--- config.mk ---
export PLATFORM = sky130hd
export DESIGN_NAME = urs_bank
export DESIGN_NICKNAME = d
export VERILOG_FILES = /design/src/common/urs_pkg.sv /design/src/core/urs_bank.sv
export SDC_FILE = /design/constraint.sdc
export NUM_CORES = 1
export LEC_CHECK = 0
export ABC_CLOCK_PERIOD_IN_PS = 2230
export BUFFER_PORTS_ARGS = -buffer_cell sky130_fd_sc_hd__buf_2
export CAP_MARGIN = 20
export CORE_ASPECT_RATIO = 0.7
export CORE_UTILIZATION = 35
export DETAILED_ROUTE_END_ITERATION = 10
export GPL_ROUTABILITY_DRIVEN = 0
export MAX_ROUTING_LAYER = met4
export SETUP_SLACK_MARGIN = 0.15
export SLEW_MARGIN = 10
export SYNTH_ARGS = -nofsm -noshare
export SYNTH_HDL_FRONTEND = slang
export SYNTH_SLANG_ARGS = --single-unit
--- constraint.sdc ---
create_clock -name sys_clk -period 2.23 [get_ports sys_clk]
set_clock_uncertainty 0.15 [all_clocks]
set_input_delay 0.3345 -clock sys_clk [delete_from_list [all_inputs] [get_ports sys_clk]]
set_output_delay 0.3345 -clock sys_clk [all_outputs]
set_load 0.02 [all_outputs]
--- src/common/urs_pkg.sv ---
// Package for the reset-state and flow character register bank
package urs_pkg;

	// ==========================================================
	// Register byte addresses (APB word aligned)
	localparam logic [7:0] ADDR_RESUME1     = 8'h00;
	localparam logic [7:0] ADDR_RESUME2     = 8'h04;
	localparam logic [7:0] ADDR_PAUSE1      = 8'h08;
	localparam logic [7:0] ADDR_PAUSE2      = 8'h0c;
	localparam logic [7:0] ADDR_DIV_LOW     = 8'h10;
	localparam logic [7:0] ADDR_DIV_HIGH    = 8'h14;
	localparam logic [7:0] ADDR_FRAC_DIV    = 8'h18;
	localparam logic [7:0] ADDR_INT_EN      = 8'h1c;
	localparam logic [7:0] ADDR_INT_STAT    = 8'h20;
	localparam logic [7:0] ADDR_FIFO_CTRL   = 8'h24;
	localparam logic [7:0] ADDR_LINE_CTRL   = 8'h28;
	localparam logic [7:0] ADDR_MODEM_CTRL  = 8'h2c;
	localparam logic [7:0] ADDR_LINE_STAT   = 8'h30;
	localparam logic [7:0] ADDR_MODEM_STAT  = 8'h34;
	localparam logic [7:0] ADDR_SCRATCH     = 8'h38;
	localparam logic [7:0] ADDR_ENH_MODE    = 8'h3c;
	localparam logic [7:0] ADDR_FEATURE     = 8'h40;
	localparam logic [7:0] ADDR_BUS_MODE    = 8'h44;

	// ==========================================================
	// Reset values
	localparam logic [7:0] RST_DIV_LOW   = 8'h01;
	localparam logic [7:0] RST_DIV_HIGH  = 8'h00;
	localparam logic [7:0] RST_INT_STAT  = 8'h01;
	localparam logic [7:0] RST_LINE_STAT = 8'h60;
	localparam logic [7:0] RST_SCRATCH   = 8'hff;
	localparam logic [7:0] RST_ENH_MODE  = 8'h80;
	localparam logic [7:0] RST_ZERO      = 8'h00;

	// ==========================================================
	// Field positions and enhanced-bit masks
	localparam int         ENH_EN_BIT     = 4;
	localparam logic [7:0] MASK_INT_EN    = 8'hf0;
	localparam logic [7:0] MASK_INT_STAT  = 8'h30;
	localparam logic [7:0] MASK_FIFO_CTRL = 8'h30;
	localparam logic [7:0] MASK_MODEM_CTL = 8'he0;

	// Host bus styles: strobe pair or chip-select with read/write
	typedef enum logic {URS_BUS_STROBE, URS_BUS_CSRW} urs_bus_e;

	// APB request carrier
	typedef struct packed {
		logic        psel;
		logic        penable;
		logic        pwrite;
		logic [7:0]  paddr;
		logic [31:0] pwdata;
	} urs_apb_req_s;

	// Writable register set
	typedef struct packed {
		logic [7:0] resume1;
		logic [7:0] resume2;
		logic [7:0] pause1;
		logic [7:0] pause2;
		logic [7:0] frac_div;
		logic [7:0] int_en;
		logic [7:0] int_stat;
		logic [7:0] fifo_ctrl;
		logic [7:0] line_ctrl;
		logic [7:0] modem_ctrl;
		logic [7:0] line_stat;
		logic [7:0] scratch;
		logic [7:0] enh_mode;
		logic [7:0] feature;
		logic       bus_mode;
	} urs_regs_s;

endpackage

--- src/core/urs_bank.sv ---
// Reset-state register bank with flow control characters, APB slave
//
// Operation
// [RULE1] Four read/write resume and pause characters
// [RULE2] Divisor loads 0x01/0x00 only at power-up
// [RULE3] Modem status: deltas cleared, upper inverted pins
// [RULE4] Interrupt pin: float or high by style
// [RULE5] Serial out high; differential lines low
// [RULE6] Other registers take documented reset values
// [RULE7] Enhanced bits cleared, locked while disabled
//
// The APB slave port and the register addresses were left to the implementer.
`timescale 1ns/1ps
`default_nettype none
module urs_bank
	import urs_pkg::*;
(
	input  wire logic        sys_clk,
	input  wire logic        srst,
	input  wire logic        power_on_rst,
	input  wire logic        psel,
	input  wire logic        penable,
	input  wire logic        pwrite,
	input  wire logic [7:0]  paddr,
	input  wire logic [31:0] pwdata,
	output logic      [31:0] prdata,
	output logic             pready,
	output logic             pslverr,
	input  wire logic [3:0]  modem_in_pins,
	input  wire logic        irq_request,
	input  wire logic        serial_out_next,
	input  wire logic        diff_tx_next,
	output logic             irq_out,
	output logic             irq_oe,
	output logic             second_channel_serial_out,
	output logic             diff_tx_out,
	output logic             diff_rx_en
);

	// ==========================================================
	// Bus decode
	urs_apb_req_s req;
	logic         wr_en;
	logic         rd_en;
	logic         hit;
	logic         any_rst;
	logic         enh_en;
	logic         access;
	logic         ack_q;
	logic         ack_d;

	// One wait state: read data is registered in the first access cycle and
	// stands when pready rises; a write lands only at the pready edge
	assign req     = '{psel, penable, pwrite, paddr, pwdata};
	assign access  = req.psel && req.penable;
	assign ack_d   = access && !ack_q;
	assign wr_en   = access && ack_q && req.pwrite;
	assign rd_en   = access && !ack_q && !req.pwrite;
	assign pready  = ack_q;
	assign pslverr = access && ack_q && !hit;
	assign any_rst = srst || power_on_rst;

	function automatic logic [7:0] merge_enh(input logic [7:0] old_v, input logic [7:0] new_v,
		input logic [7:0] mask, input logic en);
		merge_enh = en ? new_v : ((old_v & mask) | (new_v & ~mask));
	endfunction

	// ==========================================================
	// Registers
	urs_regs_s  regs_q;
	urs_regs_s  regs_d;
	logic [7:0] div_low_q;
	logic [7:0] div_low_d;
	logic [7:0] div_high_q;
	logic [7:0] div_high_d;
	logic [3:0] modem_prev_q;
	logic [3:0] modem_delta_q;
	logic [3:0] modem_delta_d;
	logic [31:0] prdata_q;
	logic [31:0] prdata_d;

	assign enh_en = regs_q.feature[ENH_EN_BIT];

	always_comb begin
		logic [7:0] w;
		w          = req.pwdata[7:0];
		regs_d     = regs_q;
		div_low_d  = div_low_q;
		div_high_d = div_high_q;
		if (wr_en) begin
			unique case (req.paddr)
				ADDR_RESUME1:    regs_d.resume1 = w;                  // RULE1
				ADDR_RESUME2:    regs_d.resume2 = w;                  // RULE1
				ADDR_PAUSE1:     regs_d.pause1 = w;                   // RULE1
				ADDR_PAUSE2:     regs_d.pause2 = w;                   // RULE1
				ADDR_DIV_LOW:    div_low_d = w;
				ADDR_DIV_HIGH:   div_high_d = w;
				ADDR_FRAC_DIV:   if (enh_en) regs_d.frac_div = w;     // RULE7
				ADDR_INT_EN:     regs_d.int_en = merge_enh(regs_q.int_en, w, MASK_INT_EN, enh_en); // RULE7
				ADDR_INT_STAT:   regs_d.int_stat = merge_enh(regs_q.int_stat, w, MASK_INT_STAT, enh_en); // RULE7
				ADDR_FIFO_CTRL:  regs_d.fifo_ctrl = merge_enh(regs_q.fifo_ctrl, w, MASK_FIFO_CTRL, enh_en); // RULE7
				ADDR_LINE_CTRL:  regs_d.line_ctrl = w;
				ADDR_MODEM_CTRL: regs_d.modem_ctrl = merge_enh(regs_q.modem_ctrl, w, MASK_MODEM_CTL, enh_en); // RULE7
				ADDR_LINE_STAT:  regs_d.line_stat = w;
				ADDR_SCRATCH:    regs_d.scratch = w;
				ADDR_ENH_MODE:   regs_d.enh_mode = w;
				ADDR_FEATURE:    regs_d.feature = w;
				ADDR_BUS_MODE:   regs_d.bus_mode = w[0];
				default:         regs_d = regs_q;
			endcase
		end
	end

	// Delta bits set on pin change; a change beats the clearing read
	always_comb begin
		modem_delta_d = modem_delta_q;
		if (rd_en && req.paddr == ADDR_MODEM_STAT)
			modem_delta_d = 4'h0;
		modem_delta_d = modem_delta_d | (modem_prev_q ^ modem_in_pins);
	end

	// Address decode serves both directions so an unmapped write errors too
	always_comb begin
		logic [31:0] rd_v;
		rd_v = 32'h0;
		hit  = 1'b1;
		unique case (req.paddr)
			ADDR_RESUME1:    rd_v[7:0] = regs_q.resume1;      // RULE1
			ADDR_RESUME2:    rd_v[7:0] = regs_q.resume2;      // RULE1
			ADDR_PAUSE1:     rd_v[7:0] = regs_q.pause1;       // RULE1
			ADDR_PAUSE2:     rd_v[7:0] = regs_q.pause2;       // RULE1
			ADDR_DIV_LOW:    rd_v[7:0] = div_low_q;
			ADDR_DIV_HIGH:   rd_v[7:0] = div_high_q;
			ADDR_FRAC_DIV:   rd_v[7:0] = regs_q.frac_div;
			ADDR_INT_EN:     rd_v[7:0] = regs_q.int_en;
			ADDR_INT_STAT:   rd_v[7:0] = regs_q.int_stat;
			ADDR_FIFO_CTRL:  rd_v[7:0] = regs_q.fifo_ctrl;
			ADDR_LINE_CTRL:  rd_v[7:0] = regs_q.line_ctrl;
			ADDR_MODEM_CTRL: rd_v[7:0] = regs_q.modem_ctrl;
			ADDR_LINE_STAT:  rd_v[7:0] = regs_q.line_stat;
			ADDR_MODEM_STAT: rd_v[7:0] = {~modem_in_pins, modem_delta_q}; // RULE3
			ADDR_SCRATCH:    rd_v[7:0] = regs_q.scratch;
			ADDR_ENH_MODE:   rd_v[7:0] = regs_q.enh_mode;
			ADDR_FEATURE:    rd_v[7:0] = regs_q.feature;
			ADDR_BUS_MODE:   rd_v[0]   = regs_q.bus_mode;
			default:         hit = 1'b0;
		endcase
		prdata_d = rd_en ? rd_v : prdata_q;
	end

	always_ff @(posedge sys_clk) begin
		if (any_rst) begin
			regs_q <= '{resume1: RST_ZERO, resume2: RST_ZERO, pause1: RST_ZERO,
				pause2: RST_ZERO, frac_div: RST_ZERO, int_en: RST_ZERO,
				int_stat: RST_INT_STAT, fifo_ctrl: RST_ZERO, line_ctrl: RST_ZERO,
				modem_ctrl: RST_ZERO, line_stat: RST_LINE_STAT, scratch: RST_SCRATCH,
				enh_mode: RST_ENH_MODE, feature: RST_ZERO,
				// Bus style is a strap: only power-up returns it to strobe pair
				bus_mode: power_on_rst ? 1'b0 : regs_q.bus_mode}; // RULE4 RULE6 RULE7
			modem_delta_q <= 4'h0;                                      // RULE3
			prdata_q      <= 32'h0;
			ack_q         <= 1'b0;
		end else begin
			regs_q        <= regs_d;
			modem_delta_q <= modem_delta_d;
			prdata_q      <= prdata_d;
			ack_q         <= ack_d;
		end
	end

	// Previous pin levels; reloaded during reset so no false delta follows
	always_ff @(posedge sys_clk) begin
		modem_prev_q <= modem_in_pins;
	end

	// Divisor only follows power-up, never the reset pin
	always_ff @(posedge sys_clk) begin
		if (power_on_rst) begin
			div_low_q  <= RST_DIV_LOW;                                  // RULE2
			div_high_q <= RST_DIV_HIGH;                                 // RULE2
		end else begin
			div_low_q  <= div_low_d;
			div_high_q <= div_high_d;
		end
	end

	assign prdata = prdata_q;

	// ==========================================================
	// Pin states
	always_comb begin
		if (any_rst) begin
			irq_out                   = 1'b1;
			irq_oe                    = (regs_q.bus_mode == URS_BUS_CSRW);  // RULE4
			second_channel_serial_out = 1'b1;                             // RULE5
			diff_tx_out               = 1'b0;                             // RULE5
			diff_rx_en                = 1'b0;                             // RULE5
		end else begin
			irq_out                   = (regs_q.bus_mode == URS_BUS_CSRW) ? !irq_request
				: irq_request;
			irq_oe                    = 1'b1;
			second_channel_serial_out = serial_out_next;
			diff_tx_out               = diff_tx_next;
			diff_rx_en                = 1'b1;
		end
	end

	// ==========================================================
	// Checks
	AST_DIV_KEEP: assert property (@(posedge sys_clk) // RULE2
		srst && !power_on_rst && !wr_en |=> div_low_q == $past(div_low_q)
		&& div_high_q == $past(div_high_q))
		else $error("divisor changed on pin reset");
	AST_DIV_PWR: assert property (@(posedge sys_clk) // RULE2
		power_on_rst |=> div_low_q == RST_DIV_LOW && div_high_q == RST_DIV_HIGH)
		else $error("divisor not loaded at power-up");
	AST_RST_VALS: assert property (@(posedge sys_clk) // RULE6
		srst |=> regs_q.int_stat == RST_INT_STAT && regs_q.line_stat == RST_LINE_STAT
		&& regs_q.scratch == RST_SCRATCH && regs_q.enh_mode == RST_ENH_MODE)
		else $error("reset values wrong");
	AST_CHARS_CLR: assert property (@(posedge sys_clk) // RULE1
		srst |=> regs_q.resume1 == RST_ZERO && regs_q.resume2 == RST_ZERO
		&& regs_q.pause1 == RST_ZERO && regs_q.pause2 == RST_ZERO)
		else $error("flow chars not cleared");
	AST_DELTA_CLR: assert property (@(posedge sys_clk) // RULE3
		srst |=> modem_delta_q == 4'h0)
		else $error("modem deltas not cleared");
	AST_IRQ_FLOAT: assert property (@(posedge sys_clk) // RULE4
		any_rst && regs_q.bus_mode == URS_BUS_STROBE |-> !irq_oe)
		else $error("interrupt driven in strobe style reset");
	AST_IRQ_HIGH: assert property (@(posedge sys_clk) // RULE4
		any_rst && regs_q.bus_mode == URS_BUS_CSRW |-> irq_oe && irq_out)
		else $error("interrupt not driven high in chip-select style reset");
	AST_PINS_RST: assert property (@(posedge sys_clk) // RULE5
		any_rst |-> second_channel_serial_out && !diff_tx_out && !diff_rx_en)
		else $error("pin reset state wrong");
	AST_ENH_LOCK: assert property (@(posedge sys_clk) disable iff (any_rst) // RULE7
		!enh_en |=> regs_q.int_en[7:4] == $past(regs_q.int_en[7:4])
		&& regs_q.int_stat[5:4] == $past(regs_q.int_stat[5:4])
		&& regs_q.fifo_ctrl[5:4] == $past(regs_q.fifo_ctrl[5:4])
		&& regs_q.modem_ctrl[7:5] == $past(regs_q.modem_ctrl[7:5])
		&& regs_q.frac_div == $past(regs_q.frac_div))
		else $error("enhanced bits changed while locked");

endmodule
`default_nettype wire

==> load_flow_metrics.sql <==
INSERT INTO impl_metrics (metric_group, metric, value, unit) VALUES
('outcome', 'run_status', 'completed', ''),
('floorplanning', 'io_pins', '92', ''),
('global_routing', 'initial_antenna_violation_count', '2', ''),
('synthesis', 'async_flop_share', '0', ''),
('clocking', 'tritoncts_clock_tree', 'done', ''),
('global_routing', 'via_count_of_the_first_global_routing_pass', '5603', ''),
('power_and_ir_drop', 'p_comb_frac', '0.080', ''),
('clocking', 'cts.htree.levels', '4', ''),
('synthesis', 'synthesis.instances', '777', ''),
('synthesis', 'postSynthRegisterBits', '146', ''),
('timing', 'worstMarginPinSlew', '0.592', 'ns'),
('cells_and_area', 'most_frequent_standard_cell_in_the_layout_excluding_fill_and_tap_cells', 'dfxtp_1', ''),
('routing', 'drt_pre_antenna_iters', '6', ''),
('cells_and_area', 'finalCoreUtilization', '0.449', ''),
('floorplanning', 'start_util', '0.365', ''),
('placed_design', 'post-place-cells', '1112', ''),
('power_and_ir_drop', 'power_report.internal_total', '4370', 'uW'),
('floorplanning', 'row_count', '42', ''),
('clocking', 'clockRootBuffer', 'clkbuf_16', ''),
('setup_path', 'critical_path_arrival', '2.29', 'ns'),
('routing', 'detailedRoute.firstIterationViolations', '584', ''),
('routing', 'drt_wl_total', '22.7', 'mm'),
('cells_and_area', 'layout_common_cells', '145 x dfxtp_1, 98 x nor2_1, 97 x mux2i_1', ''),
('power_and_ir_drop', 'power_frac_seq', '0.438', ''),
('cells_and_area', 'layout.cells.non_filler', '1150', ''),
('power_and_ir_drop', 'maximum_resistive_drop_on_vdd', '0.506', 'mV'),
('cells_and_area', 'post_route_cells_drive_above_1_share', '0.245', ''),
('synthesis', 'postSynthAreaPerCell', '9.05', 'um^2'),
('setup_path', 'required_time_at_the_endpoint_of_the_critical_path', '2.45', 'ns'),
('clocking', 'numClockSinks', '146', ''),
('clocking', 'postCtsSetupBuffers', '0', ''),
('routing', 'routed_wire_length_per_instance', '19.7', 'um'),
('timing', 'maxSlewViolCount', '0', ''),
('routing', 'avgViaCountPerCell', '5.39', ''),
('timing', 'finalSetupViolations', '0', ''),
('routing', 'postRouteAntennaNets', '0', ''),
('synthesis', 'synth_warnings', '0', ''),
('timing', 'relSlewSlack', '0.605', ''),
('power_and_ir_drop', 'switching_share', '0.271', ''),
('power_and_ir_drop', 'power.switching', '1630', 'uW'),
('global_routing', 'grt-ovfl-total', '0', ''),
('min_path', 'min-delay-path-class', 'input pin to flip-flop', ''),
('timing', 'finalCritPeriodShare', '0.927', ''),
('clocking', 'cts_buffer_depth', '2', ''),
('cells_and_area', 'nNetsFinal', '924', ''),
('setup_path', 'rrSetupSlack', '0.29', 'ns'),
('power_and_ir_drop', 'p_per_area', '693', 'mW/mm^2'),
('synthesis', 'postSynth.topFlopCell', 'dfxtp_1', ''),
('floorplanning', 'dieHeight', '121', 'um'),
('clocking', 'clk_pin_slew_worst_paths', '0.06', 'ns'),
('floorplanning', 'die_width', '171', 'um'),
('setup_path', 'worstSetupEndpointType', 'flip-flop', ''),
('global_routing', 'first_pass_grt_wire_length', '34.1', 'mm'),
('setup_path', 'setup.worst_path.start_class', 'input pin', ''),
('cells_and_area', 'synthesis_to_layout_area_growth', '23.1', '%'),
('placed_design', 'dpl.hpwl', '16.0', 'mm'),
('power_and_ir_drop', 'clockPowerShare', '0.483', ''),
('placed_design', 'port_buffers', '43', ''),
('routing', 'via_count', '6195', ''),
('floorplanning', 'design.die.area', '0.0207', 'mm^2'),
('synthesis', 'synth.yosys.seq_area_share', '0.417', ''),
('global_routing', 'grt_max_degree', '106', ''),
('timing', 'hold_viol_final', '0', ''),
('synthesis', 'number_of_flops_mapped_to_enable_cells_by_yosys', '1', ''),
('setup_path', 'worstPathMaxFanout', '10', ''),
('timing', 'rsz0062_at_grt', 'no', ''),
('timing', 'max_clock_freq', '0.484', 'GHz'),
('synthesis', 'syn-cell-area', '0.00703', 'mm^2'),
('routing', 'drt_drc_violations_left', '0', ''),
('setup_path', 'critPathKind', 'input pin to flip-flop', ''),
('power_and_ir_drop', 'cellLeakagePower', '0.00325', 'uW'),
('synthesis', 'yosysUniqueCellTypes', '64', ''),
('floorplanning', 'core-area', '0.0193', 'mm^2'),
('clocking', 'clk-insertion-delay-late', '0.43', 'ns'),
('job', 'max-cap-violations', '0', ''),
('power_and_ir_drop', 'power', '6000', 'uW'),
('clocking', 'cts_buffers', '17', ''),
('global_routing', 'total_global_routing_track_utilization', '0.232', ''),
('timing', 'post-route-min-period', '2.07', 'ns');
final cells by class:
class,count,area [um^2]
Clock buffer,17,425
Timing Repair Buffer,132,1020
Inverter,4,15.0
Fill cell,1905,10600
Antenna cell,2,5.00
Multi-Input combinational cell,570,3770
Clock inverter,15,159
Tap cell,264,330
Sequential cell,146,2930
metal layers:
| layer | vias up | global-route usage | share of wire |
|---|---|---|---|
| met5 | - | - | 0 |
| met3 | 30 | 0.0736 | 0.11 |
| met4 | 0 | 0.0530 | 0.014 |
| li1 | 2883 | - | - |
| met2 | 300 | 0.296 | 0.39 |
| met1 | 2982 | 0.346 | 0.48 |
path summary, 6_finish.rpt:
kind	start	cells past startpoint	end
worst max-delay path	paddr[5]	6	prdata[1]
worst min-delay path	penable	3	pready
worst max register to register	pready	6	regs_q[88]
worst min register to register	prdata[2]	2	prdata[2]
worst max-delay path: stages:
cell and delay (ns):
buf_2 0.28, or3b_1 0.49, or3_1 0.42, o211a_1 0.17, a211oi_1 0.44, a211o_1 0.15
repair_timing:
item | CTS | global route
resized for setup | 2 | 7
endpoints found under the setup margin | 2 | 13
pin swaps | 0 | 1
hold endpoints to repair | 4 | 0
hold buffers | 4 | 0
logic make-up (layout without fill, tap and decap cells):
kind of cell | count (synthesis) | count (layout) | share of synthesized area
mux | 118 | 118 | 0.181
compound gates | 153 | 153 | 0.132
flops | 146 | 146 | 0.417
simple gates | 270 | 270 | 0.197
other cells | 1 | 26 | 0.000533
buf+inv | 84 | 168 | 0.0660
xor+xnor | 5 | 5 | 0.00623
power groups by stage:
stage,Combinational (uW),Sequential (uW),Clock (uW)
floorplan,290,2680,0
global placement,458,2690,0
detailed placement,458,2690,0
CTS,465,2630,2930
global route,500,2630,3060
finish,477,2630,2900
synth_stat cells (5+ instances only):
cell type | n | area (um^2)
nor2b_1 | 5 | 31.3
buf_4 | 29 | 218
mux2i_1 | 97 | 971
o22ai_1 | 5 | 31.3
nand3_1 | 32 | 160
mux2_2 | 15 | 169
a22oi_1 | 11 | 82.6
nor2_2 | 6 | 37.5
nor2_1 | 98 | 368
a32oi_1 | 6 | 52.6
nor2_4 | 5 | 56.3
a21oi_1 | 48 | 240
and2_1 | 5 | 31.3
mux4_2 | 6 | 135
clkbuf_1 | 31 | 116
nand2_1 | 85 | 319
o21ai_0 | 51 | 255
dfxtp_1 | 145 | 2900
buf_2 | 14 | 70.1
flip-flops by register name, summed over array words and instances, names as in the netlist:
register and cells:
div_high_q 8, enh_en 1, pready 1, modem_delta_q 4, modem_prev_q 4, div_low_q 8
regs_q 112, prdata 8
through the flow:
stage / worst slack (ns) / hold slack, ns / setup TNS, ns / cell area (um^2)
detailed placement: -0.401 / 0.285 / -1.12 / 7980
global route: 0.153 / 0.0470 / 0 / 8650
floorplan: 0.211 / 0.212 / 0 / 7120
finish: 0.163 / 0.0443 / 0 / 8650
global placement: -0.405 / 0.283 / -1.15 / 7980
CTS: 0.0619 / 0.0378 / 0 / 8610
Power figures use the tool's default switching activity.
